[src/rtl/prcg_pkg.sv]
// Shared constants, types and field helpers for the peripheral reset and clock gate block
package prcg_pkg;

  // Bus widths and channel counts
  localparam int PRCG_ADDR_W = 8;
  localparam int PRCG_DATA_W = 32;
  localparam int PRCG_N_RST = 5;
  localparam int PRCG_N_CLK = 6;

  // Register byte offsets
  localparam logic [7:0] PRCG_OFS_RST_REQ = 8'h44;
  localparam logic [7:0] PRCG_OFS_CLK_GATE = 8'h48;
  localparam logic [7:0] PRCG_OFS_BLOCKED = 8'h80;

  // Reset-request field positions: audio, autocal, cipher, pulse train, two-wire 2
  localparam int PRCG_RST_POS [PRCG_N_RST] = '{23, 14, 10, 1, 0};
  // Clock-gate field positions: audio, cipher key, cipher, can, watchdog, rng
  localparam int PRCG_CLK_POS [PRCG_N_CLK] = '{23, 16, 15, 11, 4, 2};

  // Values after reset
  localparam logic [31:0] PRCG_RST_REQ_RESET = 32'h0000_0000;
  localparam logic [31:0] PRCG_CLK_GATE_RESET = 32'hffff_ffff;
  localparam logic [5:0] PRCG_CLK_DIS_RESET = 6'h3f;
  localparam logic [5:0] PRCG_BLOCKED_RESET = 6'h00;

  // Peripheral reset pulse length, rounded up to whole clock cycles
  localparam int PRCG_CLK_MHZ = 200;
  localparam int PRCG_PRST_TIME_NS = 40;
  localparam int PRCG_PRST_CYC_INT = (PRCG_PRST_TIME_NS * PRCG_CLK_MHZ + 999) / 1000;
  localparam logic [3:0] PRCG_PRST_CYCLES = 4'(PRCG_PRST_CYC_INT);
  localparam logic [3:0] PRCG_CNT_ZERO = 4'h0;
  localparam logic [3:0] PRCG_CNT_ONE = 4'h1;

  // Per-channel reset sequence states
  typedef enum logic [1:0] {
    PRCG_SEQ_IDLE,
    PRCG_SEQ_HOLD,
    PRCG_SEQ_RELEASE
  } prcg_seq_t;

  // Gather the reset-request fields out of a bus word
  function automatic logic [PRCG_N_RST-1:0] prcg_rst_pick(input logic [31:0] w);
    logic [PRCG_N_RST-1:0] v;
    v = '0;
    for (int i = 0; i < PRCG_N_RST; i++) begin
      v[i] = w[PRCG_RST_POS[i]];
    end
    return v;
  endfunction

  // Place reset-request fields into a word, reserved bits zero
  function automatic logic [31:0] prcg_rst_place(input logic [PRCG_N_RST-1:0] v);
    logic [31:0] w;
    w = PRCG_RST_REQ_RESET;
    for (int i = 0; i < PRCG_N_RST; i++) begin
      w[PRCG_RST_POS[i]] = v[i];
    end
    return w;
  endfunction

  // Gather the clock-gate fields out of a bus word
  function automatic logic [PRCG_N_CLK-1:0] prcg_clk_pick(input logic [31:0] w);
    logic [PRCG_N_CLK-1:0] v;
    v = '0;
    for (int i = 0; i < PRCG_N_CLK; i++) begin
      v[i] = w[PRCG_CLK_POS[i]];
    end
    return v;
  endfunction

  // Place clock-gate fields into a word, reserved bits one
  function automatic logic [31:0] prcg_clk_place(input logic [PRCG_N_CLK-1:0] v);
    logic [31:0] w;
    w = PRCG_CLK_GATE_RESET;
    for (int i = 0; i < PRCG_N_CLK; i++) begin
      w[PRCG_CLK_POS[i]] = v[i];
    end
    return w;
  endfunction

endpackage

[src/rtl/prcg_bus_gate.sv]
// Blocks peripheral register strobes while that peripheral's clock is stopped
`timescale 1ns/1ps
module prcg_bus_gate
  import prcg_pkg::*;
(
  // Clock gate state, one bit per gated peripheral
  input wire logic [prcg_pkg::PRCG_N_CLK-1:0] clk_dis,
  // Strobes from the processor bus decoder
  input wire logic [prcg_pkg::PRCG_N_CLK-1:0] wr_in,
  input wire logic [prcg_pkg::PRCG_N_CLK-1:0] rd_in,
  // Strobes passed on to the peripherals
  output logic [prcg_pkg::PRCG_N_CLK-1:0] wr_out,
  output logic [prcg_pkg::PRCG_N_CLK-1:0] rd_out,
  // Access refused this cycle
  output logic [prcg_pkg::PRCG_N_CLK-1:0] refused
);
  import prcg_pkg::*;

  wire [PRCG_N_CLK-1:0] open_w = ~clk_dis;

  // Combinational so the gate adds no cycle to peripheral accesses
  assign wr_out = wr_in & open_w;
  assign rd_out = rd_in & open_w;
  assign refused = (wr_in | rd_in) & clk_dis;

endmodule

[src/rtl/prcg_rst_seq.sv]
// Per-peripheral reset sequencers, one small state machine per channel
`timescale 1ns/1ps
module prcg_rst_seq
  import prcg_pkg::*;
(
  // Clock and reset
  input wire logic clk,
  input wire logic sys_rst,
  // Start requests, one-cycle pulses
  input wire logic [prcg_pkg::PRCG_N_RST-1:0] start,
  // Channel status and reset drives
  output logic [prcg_pkg::PRCG_N_RST-1:0] busy,
  output logic [prcg_pkg::PRCG_N_RST-1:0] periph_rst
);
  import prcg_pkg::*;

  prcg_seq_t state_reg [PRCG_N_RST];
  logic [3:0] cnt_reg [PRCG_N_RST];

  // Reset held for the full count, then one release cycle before busy drops
  always_ff @(posedge clk) begin
    for (int i = 0; i < PRCG_N_RST; i++) begin
      if (sys_rst) begin
        state_reg[i] <= PRCG_SEQ_IDLE;
        cnt_reg[i] <= PRCG_CNT_ZERO;
      end else begin
        case (state_reg[i])
          PRCG_SEQ_IDLE: begin
            if (start[i]) begin
              state_reg[i] <= PRCG_SEQ_HOLD;
              cnt_reg[i] <= PRCG_PRST_CYCLES;
            end
          end
          PRCG_SEQ_HOLD: begin
            cnt_reg[i] <= cnt_reg[i] - PRCG_CNT_ONE;
            if (cnt_reg[i] == PRCG_CNT_ONE) begin
              state_reg[i] <= PRCG_SEQ_RELEASE;
            end
          end
          PRCG_SEQ_RELEASE: state_reg[i] <= PRCG_SEQ_IDLE;
          default: state_reg[i] <= PRCG_SEQ_IDLE;
        endcase
      end
    end
  end

  // Status and drive decode
  always_comb begin
    for (int i = 0; i < PRCG_N_RST; i++) begin
      busy[i] = (state_reg[i] != PRCG_SEQ_IDLE);
      periph_rst[i] = (state_reg[i] == PRCG_SEQ_HOLD);
    end
  end

endmodule

[src/rtl/prcg_top.sv]
// Peripheral reset request and clock gate control registers
//
// Local design decision: the plain strobed port.
`timescale 1ns/1ps
module prcg_top
  import prcg_pkg::*;
(
  // Clock and reset
  input wire logic clk,
  input wire logic sys_rst,
  // Register port
  input wire logic [prcg_pkg::PRCG_ADDR_W-1:0] reg_addr,
  input wire logic [prcg_pkg::PRCG_DATA_W-1:0] reg_wdata,
  input wire logic reg_wr,
  input wire logic reg_rd,
  output logic [prcg_pkg::PRCG_DATA_W-1:0] reg_rdata,
  // Peripheral reset drives
  output logic audio_periph_rst,
  output logic autocal_periph_rst,
  output logic cipher_periph_rst,
  output logic pulse_train_periph_rst,
  output logic two_wire2_periph_rst,
  // Peripheral clock enables
  output logic audio_clk_en,
  output logic cipher_key_clk_en,
  output logic cipher_clk_en,
  output logic can_clk_en,
  output logic watchdog_clk_en,
  output logic rng_clk_en,
  // Peripheral register strobes, in from the bus decoder
  input wire logic [prcg_pkg::PRCG_N_CLK-1:0] pbus_wr_in,
  input wire logic [prcg_pkg::PRCG_N_CLK-1:0] pbus_rd_in,
  // Peripheral register strobes, out to the peripherals
  output logic [prcg_pkg::PRCG_N_CLK-1:0] pbus_wr_out,
  output logic [prcg_pkg::PRCG_N_CLK-1:0] pbus_rd_out
);
  import prcg_pkg::*;

  // Address decode
  wire hit_rst_req = (reg_addr == PRCG_OFS_RST_REQ);
  wire hit_clk_gate = (reg_addr == PRCG_OFS_CLK_GATE);
  wire hit_blocked = (reg_addr == PRCG_OFS_BLOCKED);

  // Write strobes per register
  wire wr_rst_req = reg_wr & hit_rst_req;
  wire wr_clk_gate = reg_wr & hit_clk_gate;
  wire wr_blocked = reg_wr & hit_blocked;

  // Fields carried by the write data
  wire [PRCG_N_RST-1:0] wr_rst_fields = prcg_rst_pick(reg_wdata);
  wire [PRCG_N_CLK-1:0] wr_clk_fields = prcg_clk_pick(reg_wdata);
  wire [PRCG_N_CLK-1:0] wr_blk_fields = reg_wdata[PRCG_N_CLK-1:0];

  // State held by this block
  logic [PRCG_N_CLK-1:0] clk_dis_reg;
  logic [PRCG_N_CLK-1:0] clk_dis_next;
  logic [PRCG_N_CLK-1:0] blocked_reg;
  logic [PRCG_N_CLK-1:0] blocked_next;
  logic [PRCG_DATA_W-1:0] rdata_reg;
  logic [PRCG_DATA_W-1:0] rdata_next;

  // Sequencer and gate connections
  logic [PRCG_N_RST-1:0] seq_busy;
  logic [PRCG_N_RST-1:0] seq_rst;
  logic [PRCG_N_RST-1:0] seq_start;
  logic [PRCG_N_CLK-1:0] gate_refused;

  // Only ones start a reset; a channel already busy ignores its bit,
  // so a second write can neither restart nor cut short a running reset
  assign seq_start = wr_rst_req ? (wr_rst_fields & ~seq_busy) : '0;

  // Reset sequencers; idle after system reset so nothing is pending
  prcg_rst_seq u_rst_seq (
    .clk(clk),
    .sys_rst(sys_rst),
    .start(seq_start),
    .busy(seq_busy),
    .periph_rst(seq_rst)
  );

  // Per-channel reset drives, field order fixed by the package
  assign audio_periph_rst = seq_rst[0];
  assign autocal_periph_rst = seq_rst[1];
  assign cipher_periph_rst = seq_rst[2];
  assign pulse_train_periph_rst = seq_rst[3];
  assign two_wire2_periph_rst = seq_rst[4];

  // Gate register: only documented fields take write data
  assign clk_dis_next = wr_clk_gate ? wr_clk_fields : clk_dis_reg;

  // Clock enables: one in the gate field stops the peripheral.
  // Enables, not gated clocks, keep the design on one clock tree;
  // a peripheral with its enable low holds every flop as it was.
  assign audio_clk_en = ~clk_dis_reg[0];
  assign cipher_key_clk_en = ~clk_dis_reg[1];
  assign cipher_clk_en = ~clk_dis_reg[2];
  assign can_clk_en = ~clk_dis_reg[3];
  assign watchdog_clk_en = ~clk_dis_reg[4];
  assign rng_clk_en = ~clk_dis_reg[5];

  // Register strobes to stopped peripherals are dropped here
  prcg_bus_gate u_bus_gate (
    .clk_dis(clk_dis_reg),
    .wr_in(pbus_wr_in),
    .rd_in(pbus_rd_in),
    .wr_out(pbus_wr_out),
    .rd_out(pbus_rd_out),
    .refused(gate_refused)
  );

  // Refused-access record: sticky, write one to clear, a new refusal
  // in the clearing cycle wins so no event is lost
  assign blocked_next = (blocked_reg & ~(wr_blocked ? wr_blk_fields : '0)) | gate_refused;

  // Read mux; reset request shows live busy, reserved bits fixed
  always_comb begin
    rdata_next = '0;
    if (reg_rd) begin
      if (hit_rst_req) begin
        rdata_next = prcg_rst_place(seq_busy);
      end else if (hit_clk_gate) begin
        rdata_next = prcg_clk_place(clk_dis_reg);
      end else if (hit_blocked) begin
        rdata_next = {{(PRCG_DATA_W - PRCG_N_CLK){1'b0}}, blocked_reg};
      end else begin
        rdata_next = '0;
      end
    end
  end

  // Gate register: every peripheral clock stopped after reset
  always_ff @(posedge clk) begin
    if (sys_rst) begin
      clk_dis_reg <= PRCG_CLK_DIS_RESET;
    end else begin
      clk_dis_reg <= clk_dis_next;
    end
  end

  // Refused-access record
  always_ff @(posedge clk) begin
    if (sys_rst) begin
      blocked_reg <= PRCG_BLOCKED_RESET;
    end else begin
      blocked_reg <= blocked_next;
    end
  end

  // Read data valid only in the cycle after the read strobe
  always_ff @(posedge clk) begin
    if (sys_rst) begin
      rdata_reg <= '0;
    end else begin
      rdata_reg <= rdata_next;
    end
  end

  assign reg_rdata = rdata_reg;

endmodule

[config.mk]
export PLATFORM = sky130hd
export DESIGN_NAME = prcg_top
export DESIGN_NICKNAME = d
export VERILOG_FILES = /design/src/rtl/prcg_pkg.sv /design/src/rtl/prcg_bus_gate.sv /design/src/rtl/prcg_rst_seq.sv /design/src/rtl/prcg_top.sv
export SDC_FILE = /design/constraint.sdc
export NUM_CORES = 1
export LEC_CHECK = 0
export ABC_AREA = 1
export BUFFER_PORTS_ARGS = -buffer_cell sky130_fd_sc_hd__buf_2
export CAP_MARGIN = 25
export CORE_UTILIZATION = 53
export DETAILED_ROUTE_END_ITERATION = 10
export GPL_TIMING_DRIVEN = 0
export PLACE_DENSITY = 0.86
export SLEW_MARGIN = 20
export SYNTH_ARGS = -nofsm -noshare
export SYNTH_HDL_FRONTEND = slang
export SYNTH_SLANG_ARGS = --single-unit
[constraint.sdc]
create_clock -name clk -period 2.35 [get_ports clk]
set_input_delay 0.47 -clock clk [delete_from_list [all_inputs] [get_ports clk]]
set_output_delay 0.47 -clock clk [all_outputs]
set_load 0.02 [all_outputs]
==> impl_metrics.py, run 1 <==
metrics = {
    "clock_network": {
        "cts_resized": 0,
        "clock_latency_ns": 0.31,
        "cts_tree": "built",
        "clkSlewWorstSetupHoldPaths_ns": 0.10,
        "cts_setup_buffers": 0,
        "cts_root_buf": "clkbuf_8",
        "cts_hold_buf": 0,
        "ctsLongestPathBuffers": 2,
        "cts_num_sinks": 55,
        "cts-buffers-inserted": 5,
        "htreeDepth": 2,
    },
    "timing": {
        "finalHoldViolCount": 0,
        "setup-tns-final_ns": 0,
        "worst_slew_pin_slew_ns": 0.601,
        "clock_skew_ns": 0.00821,
        "fin_crit_ns": 1.86,
        "fmax_mhz": 536,
        "setup_violations": 0,
        "final-max-slew-violation-count": 0,
        "timing.final.crit_share_pct": 79.4,
        "max_slew_margin_pct": 59.9,
        "rsz0062_at_grt": "false",
    },
    "drt": {
        "wl_um": 6230,
        "first_iter_violations": 129,
        "vias_per_cell": 4.97,
        "route.detailed.drc": 0,
        "drt-pass1-iter-count": 5,
        "ant_nets": 0,
        "route.detailed.wl_per_inst_um": 12.0,
        "vias": 2568,
    },
    "floorplanning": {
        "die_h_um": 75.9,
        "die_w_um": 75.9,
        "start_util_pct": 56.0,
        "die-area_um2": 5760,
        "core_area_um2": 5170,
        "io_pins": 111,
        "rows": 26,
    },
    "cells_and_area": {
        "final_cells": 517,
        "antennaDiodeCount": 0,
        "largest_reg_flops": 20,
        "final_common_cell": "buf_2",
        "final_cell_mix": "buf_2 (91), nand2_1 (55), inv_1 (54)",
        "fin_nets": 512,
        "drive_gt1_share_pct": 30.0,
        "area_growth_pct": 21.7,
    },
    "worst_setup_path": {
        "cp.required_ns": 1.88,
        "crit_slowest_cell": "dfxtp_1",
        "cp_cell_sequence": "buf_4 -> buf_2",
        "cp-start-kind": "flop",
        "reg2reg_to": "u_rst_seq.state_reg[2][0]$_SDFFCE_PP0P_",
        "worstPathArrival_ns": 1.39,
        "r2r_cells": 5,
        "path_class": "reg2out",
        "end_kind": "output pin",
        "reg2reg_from": "u_rst_seq.state_reg[2][1]$_SDFFCE_PP0P_",
        "slowest_delay_ns": 0.72,
        "r2r_slack_ns": 0.86,
        "cp_max_fo": 20,
    },
    "power_and_ir_drop": {
        "ir_drop_mv": 0.399,
        "p_per_area_nw_per_um2": 517,
        "finalPower_mw": 1.82,
        "p_comb_share_pct": 11.2,
        "p_int_mw": 1.38,
        "p_leak_nw": 1.94,
        "p_switching_uw": 446,
        "p_sw_share_pct": 24.5,
        "pwr-share-clk_pct": 29.6,
        "p_seq_share_pct": 59.2,
    },
    "placed_design": {
        "dp_hpwl_um": 4830,
        "io_buffer_count": 89,
        "gp_congestion": 0.761,
        "dp.cells": 509,
    },
    "logic_synthesis": {
        "synthSimpleGateAreaFrac_pct": 26.5,
        "syn_nets": 416,
        "synth_xor_area_share_pct": 1.51,
        "synth_warnings": 0,
        "synth_adder_area_share_pct": 4.32,
        "ys_seq_area_share_pct": 48.4,
        "synth-seq-cells": 55,
        "synth_compound_area_share_pct": 5.32,
        "synth_cell_types": 28,
        "synthCells": 350,
        "synth.mux.area_fraction_pct": 0,
        "avgSynthCellArea_um2": 8.27,
        "synth_top_family_by_area": "simple AND/OR/NAND/NOR gates",
        "synth_area_um2": 2900,
    },
    "hold_path": {
        "worstHoldEndpoint": "clk_dis_reg[1]$_SDFFE_PP1P_",
        "hold_depth": 3,
        "hold_path_class": "in2reg",
        "worstHoldStart": "reg_wdata[16]",
    },
    "grt": {
        "grt_max_degree": 21,
        "globalRouteOverflowTotal": 0,
        "grt_pass1_wl_um": 10600,
        "grtUsageTotal_pct": 22.6,
        "grt_pass1_vias": 2440,
        "antenna_found_initial": 0,
    },
    "job": {
        "maxCapViolCount": 0,
    },
    "run_status": {
        "outcome": "finished, final reports clean",
    },
}
stage by stage:
stage	worst slack (ns)	cell area, um2	hold WS [ns]	util (%)
after floorplan	0.732	2900	0.439	-
after global placement	0.592	3430	0.447	66.3
after detailed placement	0.568	3430	0.456	66.3
after CTS	0.479	3520	0.357	68.1
after global routing	0.384	3520	0.363	68.1
final	0.485	3520	0.362	68.1
cell usage after synthesis (all sizes together):
cell type  instances  share of area [%]
nand3             34                5.9
xnor2              5                1.5
nor3               3               0.52
nor2              56                8.2
nand2             59                8.3
o21ai             11                2.0
edfxtp            30                 31
dfxtp             25                 17
clkbuf             2               0.60
nor3b              3               0.78
a21oi             19                3.3
nand4             11                2.4
or2                2               0.43
buf               23                5.9
inv               56                7.3
clkinv             1               0.17
ha                10                4.3
worst max-delay path: cells and delay by family, from the launching register on:
kind,cells,cell delay [ns]
DFF,1,0.72
buffers and inverters,2,0.37
final cells by class:
cell class	count	area (um2)
clock buffers	7	86.3
inverters	57	215
clock inverters	1	8.76
fillers	405	1650
well taps	70	87.6
flip-flops and latches	55	1400
multi-input cells	213	1090
repair buffers	89	445
plain buffers	25	189
metal layers:
layer / part of all wire (%) / vias up / track usage (%)
met5: 0 / - / 0
met4: 2.0 / 0 / 9.23
met3: 5.5 / 12 / 4.70
met2: 50 / 88 / 39.4
met1: 43 / 1172 / 27.1
li1: - / 1296 / -
worst max-delay path by stage:
stage / from / depth (start not counted) / to
2_1_floorplan: u_rst_seq.state_reg[4][1]$_SDFFCE_PP0P_ / 4 / u_rst_seq.state_reg[4][0]$_SDFFCE_PP0P_
3_3_place_gp: reg_addr[5] / 8 / u_rst_seq.cnt_reg[3][2]$_SDFFCE_PN0P_
3_5_place_dp: reg_addr[5] / 8 / u_rst_seq.cnt_reg[3][1]$_SDFFCE_PN0P_
4_1_cts: reg_rdata[30]$_SDFF_PP0_ / 2 / reg_rdata[29]
5_1_grt: reg_rdata[30]$_SDFF_PP0_ / 2 / reg_rdata[21]
6_report: reg_rdata[30]$_SDFF_PP0_ / 2 / reg_rdata[29]
power by group through the flow:
stage	clock network [mW]	registers, mW	logic (mW)
2_1_floorplan	0	1.09	0.132
3_3_place_gp	0	1.10	0.193
3_5_place_dp	0	1.10	0.204
4_1_cts	0.543	1.08	0.205
5_1_grt	0.581	1.08	0.230
6_report	0.540	1.08	0.204
cell families (layout without fill, tap and decap cells):
| family | after synthesis | in the layout |
|---|---|---|
| AND/OR/NAND/NOR | 168 | 168 |
| buffers and inverters | 82 | 179 |
| flip-flops | 55 | 55 |
| AO/OA/AOI/OAI | 30 | 30 |
| adder cells (fa/ha/maj) | 10 | 10 |
| XOR/XNOR | 5 | 5 |
Power figures use the tool's default switching activity.
==> inputs of run 2 (changes only) <==
- CORE_UTILIZATION: 53 -> 44
- PLACE_DENSITY: 0.86 -> 0.76
- clock period: 2.35 -> 1.6 ns (I/O delays scaled with it)
==> run 2 against run 1 <==
Non-clock buffer count unchanged. Final area is 0.39% higher. Worst hold slack worse by 0.15 ns. Flip-flop and latch count unchanged. Clock skew increased by 0.0010 ns. Critical path depth unchanged. Total power rose by 46%. Die area increased by 20%. Setup slack lost 0.39 ns. Critical path type unchanged.
==> impl_metrics.py, run 2 (synthesis gave the netlist of run 1 again) <==
metrics = {
    "cells_and_area": {
        "fin_nets": 512,
        "stdcell_area_um2": 3540,
        "final_cell_mix": "buf_2 (91), nand2_1 (55), inv_1 (54)",
        "largest_reg_flops": 20,
        "area_growth_pct": 22.2,
        "drive_gt1_share_pct": 30.9,
        "final_common_cell": "buf_2",
        "fill_cells": 593,
        "fin_util_pct": 55.7,
        "final_cells": 524,
        "antennaDiodeCount": 0,
    },
    "timing": {
        "finalHoldViolCount": 0,
        "final-max-slew-violation-count": 0,
        "setup-tns-final_ns": 0,
        "max_slew_margin_pct": 66.0,
        "worst_slew_pin_slew_ns": 0.511,
        "clock_skew_ns": 0.00922,
        "rsz0062_at_grt": "false",
        "setup_violations": 0,
        "fin_crit_ns": 1.50,
        "fmax_mhz": 667,
        "timing.final.crit_share_pct": 93.8,
        "whs_ns": 0.213,
        "final.setup.worst_slack_ns": 0.0996,
    },
    "drt": {
        "vias_per_cell": 4.83,
        "drt-pass1-iter-count": 4,
        "vias": 2530,
        "route.detailed.drc": 0,
        "ant_nets": 0,
        "first_iter_violations": 203,
        "wl_um": 6150,
        "route.detailed.wl_per_inst_um": 11.7,
    },
    "placed_design": {
        "io_buffer_count": 89,
        "placed_cell_area_um2": 3440,
        "dp_hpwl_um": 4840,
        "pre_cts_ws_ns": -0.0456,
        "gp_congestion": 0.793,
        "dp.cells": 516,
    },
    "power_and_ir_drop": {
        "pwr-share-clk_pct": 29.0,
        "finalPower_mw": 2.65,
        "p_seq_share_pct": 59.7,
        "p_leak_nw": 1.94,
        "p_switching_uw": 636,
        "p_comb_share_pct": 11.3,
        "p_sw_share_pct": 24.0,
        "ir_drop_mv": 0.410,
        "p_int_mw": 2.01,
        "p_per_area_nw_per_um2": 749,
    },
    "grt": {
        "antenna_found_initial": 0,
        "grt_pass1_vias": 2277,
        "grt_pass1_wl_um": 10500,
        "globalRouteOverflowTotal": 0,
        "grtUsageTotal_pct": 18.6,
        "grt_max_degree": 21,
    },
    "clock_network": {
        "cts_root_buf": "clkbuf_8",
        "clkSlewWorstSetupHoldPaths_ns": 0.10,
        "ctsLongestPathBuffers": 2,
        "clock_latency_ns": 0.31,
        "cts_num_sinks": 55,
        "htreeDepth": 2,
        "cts_hold_buf": 0,
        "cts-buffers-inserted": 5,
        "cts_setup_buffers": 0,
        "cts_tree": "built",
    },
    "floorplanning": {
        "die_w_um": 83.1,
        "start_util_pct": 45.6,
        "core_area_um2": 6350,
        "io_pins": 111,
        "die_h_um": 83.1,
        "die-area_um2": 6910,
        "rows": 29,
    },
    "worst_setup_path": {
        "path_class": "reg2out",
        "worstPathArrival_ns": 1.18,
        "cp.required_ns": 1.28,
        "end_kind": "output pin",
        "cp_max_fo": 4,
        "cp-start-kind": "flop",
    },
    "job": {
        "maxCapViolCount": 0,
    },
    "hold_path": {
        "hold_path_class": "in2reg",
    },
    "run_status": {
        "outcome": "finished, final reports clean",
    },
}
run 2: critical path, stage by stage (launching register included):
cell      delay, ns
edfxtp_1       0.45
nor2_2         0.22
buf_2          0.20
run 2: what timing repair did:
action	CTS	global route
cloned	0	0
hold endpoints to repair	0	0
resized for setup	1	2
endpoints found under the setup margin	20	2
run 2: worst paths after layout:
check                                          startpoint                                 endpoint  slack (ns)  cells past startpoint
setup / recovery  u_rst_seq.state_reg[1][1]$_SDFFCE_PP0P_                       autocal_periph_rst         0.1                      2
hold / removal                              reg_wdata[16]              clk_dis_reg[1]$_SDFFE_PP1P_        0.21                      3
setup reg to reg  u_rst_seq.state_reg[3][1]$_SDFFCE_PP0P_  u_rst_seq.state_reg[3][0]$_SDFFCE_PP0P_        0.12                      5
hold reg to reg                 blocked_reg[2]$_SDFF_PP0_                blocked_reg[2]$_SDFF_PP0_        0.47                      2
run 2: area by class of cell:
type	count	area [um2]	area share, %
Sequential cell	55	1400	39.7
Multi-Input combinational cell	213	1100	31.0
Timing Repair Buffer	89	445	12.6
Inverter	57	215	6.08
Buffer	25	189	5.34
Tap cell	77	96.3	2.72
Clock buffer	7	86.3	2.44
Clock inverter	1	5.00	0.141
run 2: power by group through the flow:
| stage | logic, mW | clock network, mW | registers, mW |
|---|---|---|---|
| after global placement | 0.287 | 0 | 1.61 |
| after CTS | 0.301 | 0.790 | 1.58 |
| after floorplan | 0.195 | 0 | 1.61 |
| after global routing | 0.342 | 0.849 | 1.59 |
| after detailed placement | 0.299 | 0 | 1.61 |
| final | 0.300 | 0.768 | 1.58 |
run 2: layer usage:
layer | track usage, % | up-vias | share of wire (%)
met5 | 0 | - | 0
met2 | 31.4 | 59 | 49
met1 | 24.4 | 1156 | 44
met4 | 5.49 | 0 | 1.6
li1 | - | 1304 | -
met3 | 3.28 | 11 | 5.3
